==> src/common/fwp_pkg.sv <==
// Constants, types and carriers for the flash write-protect block.
// Assumes a 125 MHz system clock and byte-addressed Avalon-MM registers.
package fwp_pkg;

  // ***************************
  // Serial opcodes
  // ***************************
  localparam logic [7:0] OP_SET_LATCH = 8'h06;
  localparam logic [7:0] OP_CLR_LATCH = 8'h04;
  localparam logic [7:0] OP_STAT_WR   = 8'h01;
  localparam logic [7:0] OP_PROG      = 8'h02;
  localparam logic [7:0] OP_SECT      = 8'h20;
  localparam logic [7:0] OP_BLK32     = 8'h52;
  localparam logic [7:0] OP_BLK64     = 8'hd8;
  localparam logic [7:0] OP_CHIP0     = 8'h60;
  localparam logic [7:0] OP_CHIP1     = 8'hc7;
  localparam logic [7:0] OP_DPD       = 8'hb9;
  localparam logic [7:0] OP_REL       = 8'hab;

  // ***************************
  // Frame lengths in bits
  // ***************************
  localparam logic [11:0] LEN_OP   = 12'h008;
  localparam logic [11:0] LEN_ST1  = 12'h010;
  localparam logic [11:0] LEN_ST2  = 12'h018;
  localparam logic [11:0] LEN_ADDR = 12'h020;
  localparam logic [11:0] LEN_PROG = 12'h028;
  localparam logic [11:0] LEN_MAX  = 12'hfff;

  // ***************************
  // Register map and reset values
  // ***************************
  localparam logic [3:0]  OFS_CTRL   = 4'h0;
  localparam logic [3:0]  OFS_STATUS = 4'h4;
  localparam logic [3:0]  OFS_RESULT = 4'h8;
  localparam logic [3:0]  OFS_ADDR   = 4'hc;
  localparam logic        CTRL_RST   = 1'b1;
  localparam logic [7:0]  STAT_RST   = 8'h00;

  // ***************************
  // Status byte fields
  // ***************************
  localparam int ST_WEL   = 1;
  localparam int ST_BP    = 2;
  localparam int ST_LOCK0 = 7;
  localparam int ST_LOCK1 = 0;
  localparam int ST_CMP   = 6;

  // ***************************
  // Protection geometry
  // ***************************
  localparam logic [23:0] ADDR_4M  = 24'h07ffff;
  localparam logic [23:0] ADDR_2M  = 24'h03ffff;
  localparam logic [23:0] ADDR_ALL = 24'hffffff;
  localparam logic [4:0]  SZ_4K    = 5'h0c;
  localparam logic [4:0]  SZ_8K    = 5'h0d;
  localparam logic [4:0]  SZ_16K   = 5'h0e;
  localparam logic [4:0]  SZ_32K   = 5'h0f;
  localparam logic [4:0]  SZ_64K   = 5'h10;
  localparam logic [4:0]  SZ_128K  = 5'h11;
  localparam logic [4:0]  SZ_256K  = 5'h12;
  localparam logic [23:0] M_PAGE   = 24'h0000ff;
  localparam logic [23:0] M_SECT   = 24'h000fff;
  localparam logic [23:0] M_BLK32  = 24'h007fff;
  localparam logic [23:0] M_BLK64  = 24'h00ffff;

  // ***************************
  // Timing
  // ***************************
  localparam int PWR_WAIT_US  = 70;
  localparam int CLK_MHZ      = 125;
  localparam int PWR_WAIT_CYC = PWR_WAIT_US * CLK_MHZ;

  // ***************************
  // Types
  // ***************************
  typedef enum logic [2:0] {
    RES_NONE    = 3'h0,
    RES_OK      = 3'h1,
    RES_FRAME   = 3'h2,
    RES_NOLATCH = 3'h3,
    RES_PROT    = 3'h4,
    RES_DPD     = 3'h5
  } fwp_res_t;

  typedef enum logic [2:0] {
    K_PROG  = 3'h0,
    K_SECT  = 3'h1,
    K_BLK32 = 3'h2,
    K_BLK64 = 3'h3,
    K_CHIP  = 3'h4,
    K_STAT  = 3'h5
  } fwp_kind_t;

  typedef struct packed {
    logic        valid;
    fwp_kind_t   kind;
    logic [23:0] addr;
  } fwp_launch_t;

endpackage

==> src/hw/fwp_top.sv <==
// Write-protect and command gating for a small serial flash.
// Assumes serial pins slower than clk/4; array and write timing live outside.
//
// Chosen here: the register addresses and register access over Avalon-MM.
`timescale 1ns/1ns

module fwp_top #(
  parameter int PWR_WAIT = fwp_pkg::PWR_WAIT_CYC
) (
  input  wire logic                 clk,
  input  wire logic                 nrst,
  input  wire logic [3:0]           avs_address,
  input  wire logic                 avs_read,
  input  wire logic                 avs_write,
  input  wire logic [31:0]          avs_writedata,
  output logic [31:0]               avs_readdata,
  output logic                      avs_waitrequest,
  input  wire logic                 cs_n,
  input  wire logic                 sclk,
  input  wire logic                 si,
  input  wire logic                 wp_n,
  output fwp_pkg::fwp_launch_t      launch,
  output logic                      reject
);
  import fwp_pkg::*;

  typedef enum logic [1:0] {
    ST_PWRUP = 2'b00,
    ST_IDLE  = 2'b01,
    ST_SHIFT = 2'b10
  } fwp_state_t;

  // ***************************
  // Pin synchronisers
  // ***************************
  logic [3:0] pin_s1;
  logic [3:0] pin_s2;
  logic       sclk_d;
  logic       cs_hi;
  logic       sclk_rise;
  logic       si_s;
  logic       wp_s;

  always_ff @(posedge clk)
  begin
    if (!nrst)
    begin
      pin_s1 <= 4'h9;
      pin_s2 <= 4'h9;
      sclk_d <= 1'b0;
    end
    else
    begin
      pin_s1 <= {cs_n, sclk, si, wp_n};
      pin_s2 <= pin_s1;
      sclk_d <= pin_s2[2];
    end
  end

  assign cs_hi     = pin_s2[3];
  assign sclk_rise = pin_s2[2] & ~sclk_d;
  assign si_s      = pin_s2[1];
  assign wp_s      = pin_s2[0];

  // ***************************
  // Protection decode
  // ***************************
  function automatic logic prot_at(
    input logic [23:0] a,
    input logic [4:0]  bp,
    input logic        cmp,
    input logic        big
  );
    logic        none;
    logic        all;
    logic [4:0]  sz;
    logic [23:0] am;
    logic [23:0] ax;
    logic        hit;
    none = 1'b0;
    all  = 1'b0;
    sz   = SZ_4K;
    if (!bp[4] && big)
    begin
      if (bp[2])
        all = 1'b1;
      else
        unique case (bp[1:0])
          2'h0: none = 1'b1;
          2'h1: sz = SZ_64K;
          2'h2: sz = SZ_128K;
          2'h3: sz = SZ_256K;
        endcase
    end
    else if (!bp[4])
    begin
      unique case (bp[1:0])
        2'h0: none = 1'b1;
        2'h1: sz = SZ_64K;
        2'h2: sz = SZ_128K;
        2'h3: all = 1'b1;
      endcase
    end
    else
    begin
      unique case (bp[2:0])
        3'h0: none = 1'b1;
        3'h1: sz = SZ_4K;
        3'h2: sz = SZ_8K;
        3'h3: sz = SZ_16K;
        3'h4, 3'h5, 3'h6: sz = SZ_32K;
        3'h7: all = 1'b1;
      endcase
    end
    am  = big ? ADDR_4M : ADDR_2M;
    ax  = a & am;
    hit = all | (!none & (bp[3] ? ((ax >> sz) == 24'h0)
                               : (((ax | ~am) >> sz) == (ADDR_ALL >> sz))));
    return hit ^ cmp;
  endfunction

  // ***************************
  // Command state
  // ***************************
  fwp_state_t  state, next_state;
  logic [13:0] pwr_cnt, next_pwr_cnt;
  logic [11:0] cnt, next_cnt;
  logic [31:0] sh, next_sh;
  logic [4:0]  bp, next_bp;
  logic [1:0]  lock, next_lock;
  logic        cmp, next_cmp;
  logic        write_latch_bit, next_wel;
  logic        dpd, next_dpd;
  fwp_res_t    res, next_res;
  logic [7:0]  lop, next_lop;
  logic [23:0] laddr, next_laddr;
  fwp_launch_t next_launch;
  logic        next_reject;
  logic        big;

  logic [31:0] sh_al;
  logic [7:0]  op;
  logic [23:0] fa;
  logic [7:0]  sd1;
  logic        aligned;
  logic        is_mod;
  fwp_kind_t   kind;
  logic [23:0] m;
  logic        len_ok;
  logic        prot;

  assign sh_al   = sh >> 5'(cnt[4:0] - 5'h8);
  assign op      = (cnt >= LEN_ADDR) ? sh[31:24] : sh_al[7:0];
  assign fa      = sh[23:0];
  assign sd1     = (cnt == LEN_ST1) ? sh[7:0] : sh[15:8];
  assign aligned = (cnt[2:0] == 3'h0) && (cnt != 12'h0);

  always_comb
  begin
    is_mod = 1'b1;
    kind   = K_PROG;
    m      = M_PAGE;
    len_ok = (cnt == LEN_ADDR);
    unique case (op)
      OP_PROG:
      begin
        len_ok = (cnt >= LEN_PROG);
      end
      OP_SECT:  begin kind = K_SECT;  m = M_SECT;  end
      OP_BLK32: begin kind = K_BLK32; m = M_BLK32; end
      OP_BLK64: begin kind = K_BLK64; m = M_BLK64; end
      OP_CHIP0, OP_CHIP1:
      begin
        kind   = K_CHIP;
        m      = ADDR_ALL;
        len_ok = (cnt == LEN_OP);
      end
      default:
      begin
        is_mod = 1'b0;
        len_ok = (cnt == LEN_OP);
      end
    endcase
  end

  assign prot = prot_at(fa & ~m, bp, cmp, big) | prot_at(fa | m, bp, cmp, big);

  always_comb
  begin
    next_state   = state;
    next_pwr_cnt = pwr_cnt;
    next_cnt     = cnt;
    next_sh      = sh;
    next_bp      = bp;
    next_lock    = lock;
    next_cmp     = cmp;
    next_wel     = write_latch_bit;
    next_dpd     = dpd;
    next_res     = res;
    next_lop     = lop;
    next_laddr   = laddr;
    next_launch  = '0;
    next_reject  = 1'b0;
    unique case (state)
      ST_PWRUP:
      begin
        if (pwr_cnt != 14'(PWR_WAIT))
          next_pwr_cnt = pwr_cnt + 14'h1;
        else if (cs_hi)
          next_state = ST_IDLE;
      end
      ST_IDLE:
      begin
        if (!cs_hi)
        begin
          next_state = ST_SHIFT;
          next_cnt   = 12'h0;
          next_sh    = 32'h0;
        end
      end
      ST_SHIFT:
      begin
        if (!cs_hi)
        begin
          if (sclk_rise)
          begin
            if (cnt < LEN_ADDR)
              next_sh = {sh[30:0], si_s};
            if (cnt != LEN_MAX)
              next_cnt = cnt + 12'h1;
          end
        end
        else
        begin
          next_state = ST_IDLE;
          next_lop   = op;
          next_laddr = fa;
          if (dpd)
          begin
            if (op == OP_REL && cnt == LEN_OP)
            begin
              next_dpd = 1'b0;
              next_res = RES_OK;
            end
            else
            begin
              next_res    = RES_DPD;
              next_reject = 1'b1;
            end
          end
          else if (!aligned)
          begin
            next_res    = RES_FRAME;
            next_reject = 1'b1;
          end
          else if (op == OP_STAT_WR)
          begin
            if (cnt != LEN_ST1 && cnt != LEN_ST2)
            begin
              next_res    = RES_FRAME;
              next_reject = 1'b1;
            end
            else if (!write_latch_bit)
            begin
              next_res    = RES_NOLATCH;
              next_reject = 1'b1;
            end
            else
            begin
              if (wp_s)
              begin
                next_bp   = sd1[ST_BP +: 5];
                next_lock[0] = sd1[ST_LOCK0];
                if (cnt == LEN_ST2)
                  next_lock[1] = sh[ST_LOCK1];
              end
              if (cnt == LEN_ST2)
                next_cmp = sh[ST_CMP];
              next_wel         = 1'b0;
              next_res         = RES_OK;
              next_launch.valid = 1'b1;
              next_launch.kind  = K_STAT;
            end
          end
          else if (is_mod)
          begin
            if (!len_ok)
            begin
              next_res    = RES_FRAME;
              next_reject = 1'b1;
            end
            else if (!write_latch_bit)
            begin
              next_res    = RES_NOLATCH;
              next_reject = 1'b1;
            end
            else if (prot)
            begin
              next_res    = RES_PROT;
              next_reject = 1'b1;
            end
            else
            begin
              next_wel          = 1'b0;
              next_res          = RES_OK;
              next_launch.valid = 1'b1;
              next_launch.kind  = kind;
              next_launch.addr  = fa;
            end
          end
          else if (len_ok && op == OP_SET_LATCH)
          begin
            next_wel = 1'b1;
            next_res = RES_OK;
          end
          else if (len_ok && op == OP_CLR_LATCH)
          begin
            next_wel = 1'b0;
            next_res = RES_OK;
          end
          else if (len_ok && op == OP_DPD)
          begin
            next_dpd = 1'b1;
            next_res = RES_OK;
          end
        end
      end
      default:
        next_state = ST_IDLE;
    endcase
  end

  always_ff @(posedge clk)
  begin
    if (!nrst)
    begin
      state   <= ST_PWRUP;
      pwr_cnt <= 14'h0;
      cnt     <= 12'h0;
      sh      <= 32'h0;
      bp      <= STAT_RST[ST_BP +: 5];
      lock    <= 2'h0;
      cmp     <= 1'b0;
      write_latch_bit     <= 1'b0;
      dpd     <= 1'b0;
      res     <= RES_NONE;
      lop     <= 8'h0;
      laddr   <= 24'h0;
      launch  <= '0;
      reject  <= 1'b0;
    end
    else
    begin
      state   <= next_state;
      pwr_cnt <= next_pwr_cnt;
      cnt     <= next_cnt;
      sh      <= next_sh;
      bp      <= next_bp;
      lock    <= next_lock;
      cmp     <= next_cmp;
      write_latch_bit     <= next_wel;
      dpd     <= next_dpd;
      res     <= next_res;
      lop     <= next_lop;
      laddr   <= next_laddr;
      launch  <= next_launch;
      reject  <= next_reject;
    end
  end

  // ***************************
  // Avalon-MM slave
  // ***************************
  logic        ack, next_ack;
  logic [31:0] rdata, next_rdata;
  logic        next_big;
  logic        req;

  assign req             = avs_read | avs_write;
  assign avs_waitrequest = req & ~ack;
  assign avs_readdata    = rdata;

  always_comb
  begin
    next_ack   = req & ~ack;
    next_rdata = rdata;
    next_big   = big;
    if (avs_write && ack && avs_address == OFS_CTRL)
      next_big = avs_writedata[0];
    if (avs_read && !ack)
    begin
      unique case (avs_address)
        OFS_CTRL:   next_rdata = {31'h0, big};
        OFS_STATUS: next_rdata = {13'h0, wp_s, (state != ST_PWRUP), dpd, 1'b0, cmp, 5'h0,
                                  lock[1], lock[0], bp, write_latch_bit, 1'b0};
        OFS_RESULT: next_rdata = {13'h0, res, 8'h0, lop};
        OFS_ADDR:   next_rdata = {8'h0, laddr};
        default:    next_rdata = 32'h0;
      endcase
    end
  end

  always_ff @(posedge clk)
  begin
    if (!nrst)
    begin
      ack   <= 1'b0;
      rdata <= 32'h0;
      big   <= CTRL_RST;
    end
    else
    begin
      ack   <= next_ack;
      rdata <= next_rdata;
      big   <= next_big;
    end
  end

endmodule // fwp_top
==> config.mk <==
export PLATFORM = sky130hd
export DESIGN_NAME = fwp_top
export DESIGN_NICKNAME = d
export VERILOG_FILES = /design/src/common/fwp_pkg.sv /design/src/hw/fwp_top.sv
export SDC_FILE = /design/constraint.sdc
export NUM_CORES = 1
export LEC_CHECK = 0
export BUFFER_PORTS_ARGS = -buffer_cell sky130_fd_sc_hd__clkbuf_2
export CORE_ASPECT_RATIO = 1.2
export CORE_MARGIN = 8
export CORE_UTILIZATION = 50
export DETAILED_ROUTE_END_ITERATION = 10
export PLACE_DENSITY = 0.7
export RECOVER_POWER = 100
export SLEW_MARGIN = 20
export SYNTH_ARGS = -nofsm -noshare
export SYNTH_HDL_FRONTEND = slang
export SYNTH_SLANG_ARGS = --single-unit
export TNS_END_PERCENT = 30
==> constraint.sdc <==
create_clock -name clk -period 5.7 [get_ports clk]
set_clock_uncertainty 0.05 [all_clocks]
set_input_delay 0.57 -clock clk [delete_from_list [all_inputs] [get_ports clk]]
set_output_delay 0.57 -clock clk [all_outputs]
set_load 0.02 [all_outputs]
==> flow_summary.html, run 1 <==
<table>
<tr><th>Metric</th><th>Value</th></tr>
<tr><th colspan="2">Floorplanning</th></tr>
<tr><td>Starting Density</td><td>51.1%</td></tr>
<tr><td>Die X</td><td>143 um</td></tr>
<tr><td>Die Outline Area</td><td>24,100 um2</td></tr>
<tr><td>IO Count</td><td>106</td></tr>
<tr><td>Area of the core</td><td>18,900 um2</td></tr>
<tr><td>Chip Height</td><td>168 um</td></tr>
<tr><td>Number of placement rows</td><td>55</td></tr>
<tr><th colspan="2">Pwr</th></tr>
<tr><td>Power density normalized to cell area</td><td>232 nW/um2</td></tr>
<tr><td>Maximum vdd drop</td><td>195 uV</td></tr>
<tr><td>Pwr Total</td><td>2.44 mW</td></tr>
<tr><td>Static power due to leakage</td><td>3.49 nW</td></tr>
<tr><th colspan="2">Clock network</th></tr>
<tr><td>Clock Path Buffers</td><td>2</td></tr>
<tr><td>Root Driver</td><td>sky130_fd_sc_hd__clkbuf_16</td></tr>
<tr><td>CTS tree</td><td>built</td></tr>
<tr><td>H-Tree Depth</td><td>4</td></tr>
<tr><td>Number of setup buffers added after CTS</td><td>0</td></tr>
<tr><td>Resize count post-CTS</td><td>0</td></tr>
<tr><td>Number of buffers inserted by hold repair at cts</td><td>0</td></tr>
<tr><td>Skew-Pair Late Insertion Delay</td><td>0.44 ns</td></tr>
<tr><td>Clock buffers created by TritonCTS</td><td>17</td></tr>
<tr><td>Sink count of the clock tree</td><td>169</td></tr>
<tr><td>Clock slew seen by the registers of the worst setup and hold paths</td><td>0.07 ns</td></tr>
<tr><th colspan="2">Critical path</th></tr>
<tr><td>Critical-path cell list</td><td>buf_12 -&gt; mux2i_1 -&gt; mux4_2 -&gt; o221ai_1 -&gt; o221ai_1 -&gt; nor3_1 -&gt; o2111ai_1 -&gt; nand3_1 -&gt; nor2_2 -&gt; nand2_1 -&gt; o31ai_2 -&gt; nor4_1 -&gt; a22o_1</td></tr>
<tr><td>Worst path slowest cell</td><td>sky130_fd_sc_hd__nor2_2</td></tr>
<tr><td>CP startpoint kind</td><td>register</td></tr>
<tr><td>Critical path fanouts, max</td><td>32</td></tr>
<tr><td>Worst setup path class</td><td>register to register</td></tr>
<tr><td>Delay of the slowest cell on the worst path</td><td>0.76 ns</td></tr>
<tr><td>Crit path DAT</td><td>5.35 ns</td></tr>
<tr><td>WP buf/inv</td><td>1</td></tr>
<tr><td>Critical path's top delay family</td><td>compound AO/OA/AOI/OAI gates</td></tr>
<tr><td>Critical Path RT</td><td>5.98 ns</td></tr>
<tr><td>Cell mode on critical path</td><td>sky130_fd_sc_hd__o221ai_1</td></tr>
<tr><td>CP endpoint kind</td><td>register</td></tr>
<tr><th colspan="2">Logic synthesis</th></tr>
<tr><td>Summed instance area of the synthesized netlist</td><td>9670 um2</td></tr>
<tr><td>Synth warnings</td><td>0</td></tr>
<tr><td>Number of flops mapped to enable cells by yosys</td><td>0</td></tr>
<tr><td>Proportion of register bits with asynchronous set or reset after synthesis</td><td>0%</td></tr>
<tr><td>Sequential fraction of the synthesis area</td><td>35.0%</td></tr>
<tr><td>Count of mapped cells out of synthesis</td><td>1,131</td></tr>
<tr><td>Most frequently used flop master after synthesis</td><td>sky130_fd_sc_hd__dfxtp_1</td></tr>
<tr><td>Average size of a mapped cell</td><td>8.55 um2</td></tr>
<tr><td>Number of synthesized register bits</td><td>169</td></tr>
<tr><td>Distinct cells, synth</td><td>95</td></tr>
<tr><th colspan="2">Place</th></tr>
<tr><td>Number of buffer cells added on primary ports</td><td>66</td></tr>
<tr><td>Final estimated routing congestion in global placement</td><td>0.922</td></tr>
<tr><td>Inst Count DP</td><td>1,374</td></tr>
<tr><td>Area after detailed placement</td><td>10,000 um2</td></tr>
<tr><td>Half-perimeter wire length after detailed placement</td><td>18,600 um</td></tr>
<tr><th colspan="2">Drt</th></tr>
<tr><td>Antenna Violating Nets Remaining</td><td>0</td></tr>
<tr><td>Detailed-route wire length</td><td>27,100 um</td></tr>
<tr><td>DRC errors left</td><td>0</td></tr>
<tr><td>Via density</td><td>6.10</td></tr>
<tr><td>Router iterations before antenna repair</td><td>6</td></tr>
<tr><td>Via count</td><td>8,580</td></tr>
<tr><td>Wire length per cell</td><td>19.3 um</td></tr>
<tr><td>Drt initial violations</td><td>725</td></tr>
<tr><th colspan="2">Final layout</th></tr>
<tr><td>Leading cell types in the layout, fill and taps excluded</td><td>sky130_fd_sc_hd__dfxtp_1, sky130_fd_sc_hd__nor2_1, sky130_fd_sc_hd__nand2_1</td></tr>
<tr><td>Total non-filler cell area in the finished layout</td><td>10,500 um2</td></tr>
<tr><td>Number of standard cells in the final layout excluding fillers</td><td>1,406</td></tr>
<tr><td>Count of nets after finishing</td><td>1,193</td></tr>
<tr><td>Number of diodes</td><td>0</td></tr>
<tr><td>Area Overhead vs Synth</td><td>8.62%</td></tr>
<tr><td>Most common cell after layout, fill and taps aside</td><td>sky130_fd_sc_hd__dfxtp_1</td></tr>
<tr><td>Fraction of final layout cells with drive strength greater than 1</td><td>11.8%</td></tr>
<tr><th colspan="2">Global route</th></tr>
<tr><td>Pin count of the biggest net entering global routing</td><td>78</td></tr>
<tr><td>Wire length of the first global-routing pass</td><td>43,000 um</td></tr>
<tr><td>Overflow left after global routing</td><td>0</td></tr>
<tr><td>Initial antenna violation count</td><td>0</td></tr>
<tr><td>Vias in the first global route</td><td>8,175</td></tr>
<tr><td>GRT Overall Usage</td><td>22.4%</td></tr>
<tr><th colspan="2">Outcome</th></tr>
<tr><td>Violated checks</td><td>capacitance limit, slew limit</td></tr>
<tr><td>Run status</td><td>finished with violations</td></tr>
<tr><th colspan="2">Timing</th></tr>
<tr><td>Maximum frequency from static timing analysis</td><td>197 MHz</td></tr>
<tr><td>Final number of hold-violating endpoints</td><td>0</td></tr>
<tr><td>Unrepaired setup endpoints after global routing</td><td>false</td></tr>
<tr><td>Slew Limit Fails</td><td>78</td></tr>
<tr><td>Final setup fails</td><td>0</td></tr>
<tr><td>Normalized max-slew margin</td><td>-5.98%</td></tr>
<tr><td>Share of the cycle needed by the critical path after routing</td><td>88.9%</td></tr>
<tr><td>Total negative slack for setup checks</td><td>0 ns</td></tr>
<tr><td>Final critical-path required period</td><td>5.07 ns</td></tr>
<tr><td>Actual transition at the worst max-transition pin</td><td>1.59 ns</td></tr>
<tr><th colspan="2">Hold path</th></tr>
<tr><td>HP Class</td><td>input pin to register</td></tr>
<tr><th colspan="2">Flow run</th></tr>
<tr><td>Maximum Capacitance Violations</td><td>2</td></tr>
</table>
-- synthesized netlist by cell type, drive strengths merged, types with 5 or more instances --
cell type	instances	area [um2]
a31oi	13	96.3
a21oi	83	430
mux2	12	135
nor2b	11	71.3
nand2b	15	93.8
nand4	15	93.8
and3	12	75.1
o211ai	8	73.8
nor4	9	68.8
and2	17	109
nand3	20	110
a211oi	13	120
a22oi	46	345
o21ai	30	150
xnor2	6	52.6
nand3b	5	37.5
nor3	27	135
o22ai	10	62.6
mux2i	59	591
buf	39	272
nor4b	24	304
mux4	21	473
or2	5	31.3
xor2	11	96.3
nand2	120	453
nor2	146	548
dfxtp	169	3380
inv	14	52.6
clkbuf	71	267
ha	12	150
or3	12	75.1
o31ai	5	42.5
-- final timing paths --
kind,to,startpoint,slack (ns),depth (start not counted)
setup / recovery,res[0],cnt[1],0.63,13
hold / removal,pin_s1[3],cs_n,0.26,2
setup reg to reg,res[0],cnt[1],0.63,13
hold reg to reg,pin_s2[3],pin_s1[3],0.36,1
-- per-layer routing --
layer	wire (um)	global-route usage, %	vias up
met5	0	0	-
met4	1120	12.0	0
met3	1460	3.45	72
met2	13400	38.4	314
met1	11100	26.3	4088
li1	-	-	4106
-- cell families after synthesis --
kind of cell    after synthesis  share of synthesized area, %
flops                       169                          35.0
mux                          92                          12.4
xor+xnor                     17                          1.54
other cells                   1                        0.0388
compound gates              262                          19.2
buf+inv                     125                          6.15
simple gates                453                          24.1
fa+ha+maj                    12                          1.55
-- through the flow --
stage	setup WS [ns]	hold WS, ns	utilization (%)
finish	0.632	0.255	55.5
global route	0.167	0.261	55.5
CTS	0.643	0.249	56.2
detailed placement	0.666	0.352	52.9
global placement	0.733	0.340	52.9
floorplan	1.43	0.336	-
-- power by group --
group | switching (mW) | internal [mW] | total [mW]
Sequential | 0.00456 | 1.19 | 1.19
Combinational | 0.0393 | 0.0118 | 0.0512
Clock | 0.555 | 0.642 | 1.20
Total | 0.599 | 1.84 | 2.44
-- area by class of cell --
type | instances | area (um2)
Fill cell | 1805 | 8430
Multi-Input combinational cell | 844 | 5680
Sequential cell | 169 | 3380
Timing Repair Buffer | 90 | 448
Clock buffer | 18 | 439
Tap cell | 256 | 320
Clock inverter | 14 | 173
Inverter | 15 | 57.6
-- state kept, by name, indices dropped and copies added, names as in the netlist, 2 cells and up --
| signal | flops |
|---|---|
| launch | 28 |
| pwr_cnt | 14 |
| pin_s1 | 4 |
| sh | 32 |
| pin_s2 | 4 |
| laddr | 24 |
| bp | 5 |
| state | 2 |
| res | 3 |
| cnt | 12 |
| lop | 8 |
| avs_readdata | 24 |
| lock | 2 |
(Power assumes the default switching activity.)
==> run 2, diff against run 1 <==
--- a/config.mk
+++ b/config.mk
@@ -8,9 +8,8 @@
 export BUFFER_PORTS_ARGS = -buffer_cell sky130_fd_sc_hd__clkbuf_2
 export CORE_ASPECT_RATIO = 1.2
 export CORE_MARGIN = 8
-export CORE_UTILIZATION = 50
+export CORE_UTILIZATION = 42
 export DETAILED_ROUTE_END_ITERATION = 10
-export PLACE_DENSITY = 0.7
 export RECOVER_POWER = 100
 export SLEW_MARGIN = 20
 export SYNTH_ARGS = -nofsm -noshare
==> constraint.sdc (replaced) <==
create_clock -name clk -period 5.7 [get_ports clk]
set_clock_uncertainty 0.05 [all_clocks]
set_input_delay 0.57 -clock clk [delete_from_list [all_inputs] [get_ports clk]]
set_output_delay 0.57 -clock clk [all_outputs]
set_load 0.1 [all_outputs]
==> flow_summary.html, run 2 (synthesized netlist as in run 1, its figures left out) <==
<table>
<tr><th>Metric</th><th>Value</th></tr>
<tr><th colspan="2">Final layout</th></tr>
<tr><td>Fraction of final layout cells with drive strength greater than 1</td><td>11.3%</td></tr>
<tr><td>Count of nets after finishing</td><td>1,195</td></tr>
<tr><td>Multi-input gate area</td><td>5630 um2</td></tr>
<tr><td>Register cell area after layout</td><td>3380 um2</td></tr>
<tr><td>Largest regs</td><td>sh (32), launch (28)</td></tr>
<tr><td>Number of diodes</td><td>0</td></tr>
<tr><td>Leading cell types in the layout, fill and taps excluded</td><td>sky130_fd_sc_hd__dfxtp_1, sky130_fd_sc_hd__nor2_1, sky130_fd_sc_hd__nand2_1</td></tr>
<tr><td>Fill cell count</td><td>2,314</td></tr>
<tr><td>Largest register by flop count</td><td>sh</td></tr>
<tr><td>Most common cell after layout, fill and taps aside</td><td>sky130_fd_sc_hd__dfxtp_1</td></tr>
<tr><td>Number of flip-flops under the largest register name</td><td>32</td></tr>
<tr><td>Area Overhead vs Synth</td><td>8.76%</td></tr>
<tr><td>Layout Utilization</td><td>45.9%</td></tr>
<tr><th colspan="2">Drt</th></tr>
<tr><td>Detailed-route wire length</td><td>28,100 um</td></tr>
<tr><td>Via count</td><td>8,571</td></tr>
<tr><td>Drt initial violations</td><td>561</td></tr>
<tr><td>Via density</td><td>5.97</td></tr>
<tr><td>Router iterations before antenna repair</td><td>6</td></tr>
<tr><td>Wire length per cell</td><td>19.6 um</td></tr>
<tr><td>DRC errors left</td><td>0</td></tr>
<tr><td>Antenna Violating Nets Remaining</td><td>0</td></tr>
<tr><th colspan="2">Place</th></tr>
<tr><td>Final estimated routing congestion in global placement</td><td>0.953</td></tr>
<tr><td>Number of buffer cells added on primary ports</td><td>66</td></tr>
<tr><td>Half-perimeter wire length after detailed placement</td><td>19,600 um</td></tr>
<tr><th colspan="2">Critical path</th></tr>
<tr><td>Critical-path cell list</td><td>clkinv_1 -&gt; ha_1 -&gt; inv_1 -&gt; nand3_1 -&gt; a211oi_2 -&gt; a211oi_1 -&gt; nor3_1 -&gt; nand4_1 -&gt; o41a_1 -&gt; o211ai_1 -&gt; a221oi_1 -&gt; a31oi_4 -&gt; o21bai_2 -&gt; a32oi_4 -&gt; buf_12 -&gt; nor4b_1</td></tr>
<tr><td>Critical path's top delay family</td><td>compound AO/OA/AOI/OAI gates</td></tr>
<tr><td>Worst path slowest cell</td><td>sky130_fd_sc_hd__a211oi_1</td></tr>
<tr><td>Critical path fanouts, max</td><td>28</td></tr>
<tr><td>Worst setup path class</td><td>register to register</td></tr>
<tr><td>CP startpoint kind</td><td>register</td></tr>
<tr><td>Crit path DAT</td><td>5.41 ns</td></tr>
<tr><td>WP buf/inv</td><td>3</td></tr>
<tr><td>Cell count of the worst reg-to-reg path</td><td>16</td></tr>
<tr><td>Critical Path RT</td><td>5.97 ns</td></tr>
<tr><td>CP endpoint kind</td><td>register</td></tr>
<tr><td>Count of cell instances traversed by the critical path</td><td>16</td></tr>
<tr><td>Delay of the slowest cell on the worst path</td><td>0.80 ns</td></tr>
<tr><th colspan="2">Pwr</th></tr>
<tr><td>Power share of the combinational group</td><td>3.1%</td></tr>
<tr><td>Proportion of total power due to net switching</td><td>25.5%</td></tr>
<tr><td>Static power due to leakage</td><td>3.49 nW</td></tr>
<tr><td>Share of power burned in registers</td><td>48.5%</td></tr>
<tr><td>Power density normalized to cell area</td><td>233 nW/um2</td></tr>
<tr><td>Internal Dissipation</td><td>1.83 mW</td></tr>
<tr><td>Power share of the clock group</td><td>48.3%</td></tr>
<tr><td>Switching component of the power</td><td>625 uW</td></tr>
<tr><td>Maximum vdd drop</td><td>219 uV</td></tr>
<tr><th colspan="2">Clock network</th></tr>
<tr><td>Clock slew seen by the registers of the worst setup and hold paths</td><td>0.07 ns</td></tr>
<tr><td>Clock buffers created by TritonCTS</td><td>17</td></tr>
<tr><td>Root Driver</td><td>sky130_fd_sc_hd__clkbuf_16</td></tr>
<tr><td>CTS tree</td><td>built</td></tr>
<tr><td>Clock Path Buffers</td><td>2</td></tr>
<tr><td>Number of buffers inserted by hold repair at cts</td><td>0</td></tr>
<tr><td>H-Tree Depth</td><td>4</td></tr>
<tr><td>Skew-Pair Late Insertion Delay</td><td>0.44 ns</td></tr>
<tr><td>Number of setup buffers added after CTS</td><td>0</td></tr>
<tr><td>Resize count post-CTS</td><td>0</td></tr>
<tr><td>Sink count of the clock tree</td><td>169</td></tr>
<tr><th colspan="2">Outcome</th></tr>
<tr><td>Violated checks</td><td>capacitance limit, slew limit</td></tr>
<tr><td>Run status</td><td>finished with violations</td></tr>
<tr><th colspan="2">Floorplanning</th></tr>
<tr><td>Die X</td><td>154 um</td></tr>
<tr><td>Starting Density</td><td>42.2%</td></tr>
<tr><td>Number of placement rows</td><td>61</td></tr>
<tr><td>Area of the core</td><td>22,900 um2</td></tr>
<tr><td>Chip Height</td><td>182 um</td></tr>
<tr><td>Die Outline Area</td><td>28,100 um2</td></tr>
<tr><td>IO Count</td><td>106</td></tr>
<tr><th colspan="2">Timing</th></tr>
<tr><td>Share of the cycle needed by the critical path after routing</td><td>90.1%</td></tr>
<tr><td>Final setup fails</td><td>0</td></tr>
<tr><td>Total negative slack for setup checks</td><td>0 ns</td></tr>
<tr><td>Final critical-path required period</td><td>5.14 ns</td></tr>
<tr><td>Slew Limit Fails</td><td>59</td></tr>
<tr><td>Normalized max-slew margin</td><td>-46.2%</td></tr>
<tr><td>Final number of hold-violating endpoints</td><td>0</td></tr>
<tr><td>Actual transition at the worst max-transition pin</td><td>2.18 ns</td></tr>
<tr><td>Maximum frequency from static timing analysis</td><td>195 MHz</td></tr>
<tr><td>Unrepaired setup endpoints after global routing</td><td>false</td></tr>
<tr><th colspan="2">Global route</th></tr>
<tr><td>Initial antenna violation count</td><td>0</td></tr>
<tr><td>GRT Overall Usage</td><td>20.0%</td></tr>
<tr><td>Pin count of the biggest net entering global routing</td><td>59</td></tr>
<tr><td>Wire length of the first global-routing pass</td><td>45,300 um</td></tr>
<tr><td>Vias in the first global route</td><td>8,177</td></tr>
<tr><td>Overflow left after global routing</td><td>0</td></tr>
<tr><th colspan="2">Hold path</th></tr>
<tr><td>HP Class</td><td>input pin to register</td></tr>
<tr><td>Cell count of the worst hold path</td><td>2</td></tr>
<tr><th colspan="2">Flow run</th></tr>
<tr><td>Maximum Capacitance Violations</td><td>1</td></tr>
</table>
[run 2: cell count changes in the layout (fill, tap and decap cells not counted), moves of 2 or more]
| cell | delta |
|---|---|
| sky130_fd_sc_hd__nor4b_2 | -6 |
| sky130_fd_sc_hd__and2_0 | +2 |
| sky130_fd_sc_hd__and2_1 | -2 |
| sky130_fd_sc_hd__nor4b_1 | +6 |
[run 2: power by group through the flow]
stage / logic, mW / clock network, mW / registers (mW)
2_1_floorplan: 0.0661 / 0 / 1.22
3_3_place_gp: 0.0755 / 0 / 1.22
3_5_place_dp: 0.0765 / 0 / 1.22
4_1_cts: 0.0765 / 1.21 / 1.19
5_1_grt: 0.0824 / 1.26 / 1.19
6_report: 0.0766 / 1.19 / 1.19
[run 2: through the flow]
step	cells	worst slack (ns)	instance area, um2	total power, mW	hold slack, ns
after floorplan	1138	1.43	9690	1.28	0.336
after CTS	1434	0.674	10700	2.48	0.249
after global routing	1435	0.125	10500	2.53	0.251
final	1435	0.562	10500	2.45	0.262
after global placement	1402	0.742	10100	1.29	0.339
after detailed placement	1402	0.697	10100	1.29	0.342
[run 2: final timing paths]
kind             start        end  slack (ns)
max             cnt[3]  launch[4]        0.56
min               cs_n  pin_s1[3]        0.26
max reg2reg     cnt[3]  launch[4]        0.56
min reg2reg  pin_s1[3]  pin_s2[3]        0.36
[run 2: per-layer routing]
layer | share of wire, % | up-vias | global-route usage, %
met5 | 0 | - | 0
met4 | 2.7 | 0 | 7.07
met3 | 4.6 | 42 | 3.69
met2 | 50 | 248 | 35.0
met1 | 43 | 4167 | 24.1
li1 | - | 4114 | -
[run 2: final cells by class]
type                       instances  share of cell area (%)
timing repair buffer              92                    4.55
clock inverter                    15                    1.71
clock buffer                      17                    4.05
multi-input combinational        844                    53.6
inverter                          15                   0.547
sequential                       169                    32.2
tap                              283                    3.37
==> run 3, diff against run 2 <==
--- a/config.mk
+++ b/config.mk
@@ -8,7 +8,7 @@
 export BUFFER_PORTS_ARGS = -buffer_cell sky130_fd_sc_hd__clkbuf_2
 export CORE_ASPECT_RATIO = 1.2
 export CORE_MARGIN = 8
-export CORE_UTILIZATION = 42
+export CORE_UTILIZATION = 30
 export DETAILED_ROUTE_END_ITERATION = 10
 export RECOVER_POWER = 100
 export SLEW_MARGIN = 20
==> flow_summary.html, run 3 (synthesized netlist as in run 1, its figures left out) <==
<table>
<tr><th>Metric</th><th>Value</th></tr>
<tr><th colspan="2">Critical path</th></tr>
<tr><td>CP startpoint kind</td><td>register</td></tr>
<tr><td>Cell count of the worst reg-to-reg path</td><td>14</td></tr>
<tr><td>Crit path DAT</td><td>5.56 ns</td></tr>
<tr><td>Critical Path RT</td><td>5.96 ns</td></tr>
<tr><td>Flop2flop setup slack</td><td>0.40 ns</td></tr>
<tr><td>Critical path fanouts, max</td><td>28</td></tr>
<tr><td>CP endpoint kind</td><td>register</td></tr>
<tr><td>Reg-to-reg critical path startpoint</td><td>cnt[0]</td></tr>
<tr><td>Worst setup path class</td><td>register to register</td></tr>
<tr><td>Crit path to</td><td>launch[6]</td></tr>
<tr><td>Critical R2R Capture</td><td>launch[6]</td></tr>
<tr><td>Start point of the critical path</td><td>cnt[0]</td></tr>
<tr><th colspan="2">Pwr</th></tr>
<tr><td>Static power due to leakage</td><td>3.47 nW</td></tr>
<tr><td>Power density normalized to cell area</td><td>228 nW/um2</td></tr>
<tr><td>Maximum vdd drop</td><td>162 uV</td></tr>
<tr><td>Pwr Total</td><td>2.43 mW</td></tr>
<tr><th colspan="2">Global route</th></tr>
<tr><td>Wire length of the first global-routing pass</td><td>45,900 um</td></tr>
<tr><td>Vias in the first global route</td><td>8,228</td></tr>
<tr><td>Pin count of the biggest net entering global routing</td><td>101</td></tr>
<tr><td>GRT Overall Usage</td><td>14.9%</td></tr>
<tr><td>Initial antenna violation count</td><td>0</td></tr>
<tr><td>Overflow left after global routing</td><td>0</td></tr>
<tr><th colspan="2">Clock network</th></tr>
<tr><td>Clock Path Buffers</td><td>2</td></tr>
<tr><td>Sink count of the clock tree</td><td>169</td></tr>
<tr><td>Number of setup buffers added after CTS</td><td>0</td></tr>
<tr><td>Clock slew seen by the registers of the worst setup and hold paths</td><td>0.08 ns</td></tr>
<tr><td>Clock buffers created by TritonCTS</td><td>17</td></tr>
<tr><td>H-Tree Depth</td><td>4</td></tr>
<tr><td>Skew-Pair Late Insertion Delay</td><td>0.44 ns</td></tr>
<tr><td>Number of buffers inserted by hold repair at cts</td><td>0</td></tr>
<tr><td>Root Driver</td><td>sky130_fd_sc_hd__clkbuf_16</td></tr>
<tr><td>CTS tree</td><td>built</td></tr>
<tr><td>Resize count post-CTS</td><td>0</td></tr>
<tr><th colspan="2">Final layout</th></tr>
<tr><td>Area Overhead vs Synth</td><td>10.1%</td></tr>
<tr><td>Count of nets after finishing</td><td>1,192</td></tr>
<tr><td>Most common cell after layout, fill and taps aside</td><td>sky130_fd_sc_hd__dfxtp_1</td></tr>
<tr><td>Largest regs</td><td>sh (32), launch (28)</td></tr>
<tr><td>Number of diodes</td><td>0</td></tr>
<tr><td>Leading cell types in the layout, fill and taps excluded</td><td>sky130_fd_sc_hd__dfxtp_1, sky130_fd_sc_hd__nor2_1, sky130_fd_sc_hd__nand2_1</td></tr>
<tr><td>Number of flip-flops under the largest register name</td><td>32</td></tr>
<tr><td>Fraction of final layout cells with drive strength greater than 1</td><td>11.4%</td></tr>
<tr><td>Fill cell count</td><td>3,389</td></tr>
<tr><td>Largest register by flop count</td><td>sh</td></tr>
<tr><th colspan="2">Floorplanning</th></tr>
<tr><td>Starting Density</td><td>30.2%</td></tr>
<tr><td>Die Outline Area</td><td>38,200 um2</td></tr>
<tr><td>Chip Height</td><td>213 um</td></tr>
<tr><td>Die X</td><td>180 um</td></tr>
<tr><td>Number of placement rows</td><td>72</td></tr>
<tr><td>IO Count</td><td>106</td></tr>
<tr><td>Area of the core</td><td>32,000 um2</td></tr>
<tr><th colspan="2">Place</th></tr>
<tr><td>Half-perimeter wire length after detailed placement</td><td>20,400 um</td></tr>
<tr><td>Number of buffer cells added on primary ports</td><td>66</td></tr>
<tr><td>Final estimated routing congestion in global placement</td><td>0.941</td></tr>
<tr><th colspan="2">Drt</th></tr>
<tr><td>Drt initial violations</td><td>625</td></tr>
<tr><td>Antenna Violating Nets Remaining</td><td>0</td></tr>
<tr><td>Router iterations before antenna repair</td><td>5</td></tr>
<tr><td>Detailed-route wire length</td><td>29,100 um</td></tr>
<tr><td>DRC errors left</td><td>0</td></tr>
<tr><td>Via density</td><td>5.48</td></tr>
<tr><td>Wire length per cell</td><td>18.7 um</td></tr>
<tr><td>Via count</td><td>8,532</td></tr>
<tr><th colspan="2">Timing</th></tr>
<tr><td>Unrepaired setup endpoints after global routing</td><td>false</td></tr>
<tr><td>Final critical-path required period</td><td>5.30 ns</td></tr>
<tr><td>Share of the cycle needed by the critical path after routing</td><td>93.0%</td></tr>
<tr><td>Final number of hold-violating endpoints</td><td>0</td></tr>
<tr><td>Maximum frequency from static timing analysis</td><td>189 MHz</td></tr>
<tr><td>Slew Limit Fails</td><td>101</td></tr>
<tr><td>Total negative slack for setup checks</td><td>0 ns</td></tr>
<tr><td>Final setup fails</td><td>0</td></tr>
<tr><td>Actual transition at the worst max-transition pin</td><td>2.03 ns</td></tr>
<tr><td>Normalized max-slew margin</td><td>-35.6%</td></tr>
<tr><th colspan="2">Outcome</th></tr>
<tr><td>Run status</td><td>finished with violations</td></tr>
<tr><td>Violated checks</td><td>capacitance limit, slew limit</td></tr>
<tr><th colspan="2">Flow run</th></tr>
<tr><td>Maximum Capacitance Violations</td><td>1</td></tr>
<tr><th colspan="2">Hold path</th></tr>
<tr><td>HP Class</td><td>input pin to register</td></tr>
</table>
[run 3: cell count changes in the layout (fill, tap and decap cells not counted), sizes merged]
cell	change
buf	-3
bufinv	-1
clkinv	+3
inv	-2
[run 3: power by group]
| part | switching [mW] | internal, mW | total, mW |
|---|---|---|---|
| Combinational | 0.0642 | 0.0114 | 0.0756 |
| Clock | 0.571 | 0.591 | 1.16 |
| Sequential | 0.00490 | 1.19 | 1.19 |
[run 3: how the worst min path moves through the flow]
stage | end | depth (start not counted) | slack (ns) | start
after floorplan | pin_s2[0] | 1 | 0.34 | pin_s1[0]
after detailed placement | pin_s2[0] | 1 | 0.35 | pin_s1[0]
after global placement | pin_s2[0] | 1 | 0.35 | pin_s1[0]
after CTS | pin_s1[3] | 2 | 0.25 | cs_n
after global routing | pin_s1[3] | 2 | 0.25 | cs_n
final | pin_s1[3] | 2 | 0.26 | cs_n
[run 3: final cells by class]
type,count,area (um2),area share (%)
Sequential cell,169,3380,31.8
Tap cell,407,509,4.79
Multi-Input combinational cell,844,5630,52.9
Inverter,15,57.6,0.541
Clock inverter,15,181,1.71
Timing Repair Buffer,89,453,4.26
Clock buffer,17,425,4.00
[run 3: critical path: stages (launching register included)]
cell,delay (ns)
sky130_fd_sc_hd__dfxtp_1,0.81
sky130_fd_sc_hd__clkbuf_1,0.42
sky130_fd_sc_hd__or3b_1,0.45
sky130_fd_sc_hd__o22ai_1,0.17
sky130_fd_sc_hd__nor3_1,0.10
sky130_fd_sc_hd__a31oi_1,0.32
sky130_fd_sc_hd__nand2_1,0.26
sky130_fd_sc_hd__or3b_1,0.49
sky130_fd_sc_hd__o41a_1,0.52
sky130_fd_sc_hd__a21oi_2,0.24
sky130_fd_sc_hd__o211ai_1,0.12
sky130_fd_sc_hd__a31oi_2,0.41
sky130_fd_sc_hd__a32oi_4,0.19
sky130_fd_sc_hd__buf_12,0.20
sky130_fd_sc_hd__nor4b_1,0.40
[run 3: per-stage QoR]
stage               area [um2]  std cells  hold WS, ns  utilization (%)  worst slack, ns
floorplan                 9690       1138        0.336                -             1.43
global placement         10200       1524        0.353             31.9            0.615
detailed placement       10200       1524        0.351             31.9            0.609
CTS                      10800       1556        0.246             33.8            0.554
global route             10600       1556        0.254             33.3           0.0793
finish                   10600       1556        0.257             33.3            0.401
[run 3: routing by layer]
metal	share of wire [%]	global-route usage, %	wire length (um)	up-vias
met5	0	0	0	-
met4	3.7	6.79	1080	0
met3	4.4	2.32	1270	63
met2	51	27.0	14700	247
met1	41	17.2	12000	4117
li1	-	-	-	4105
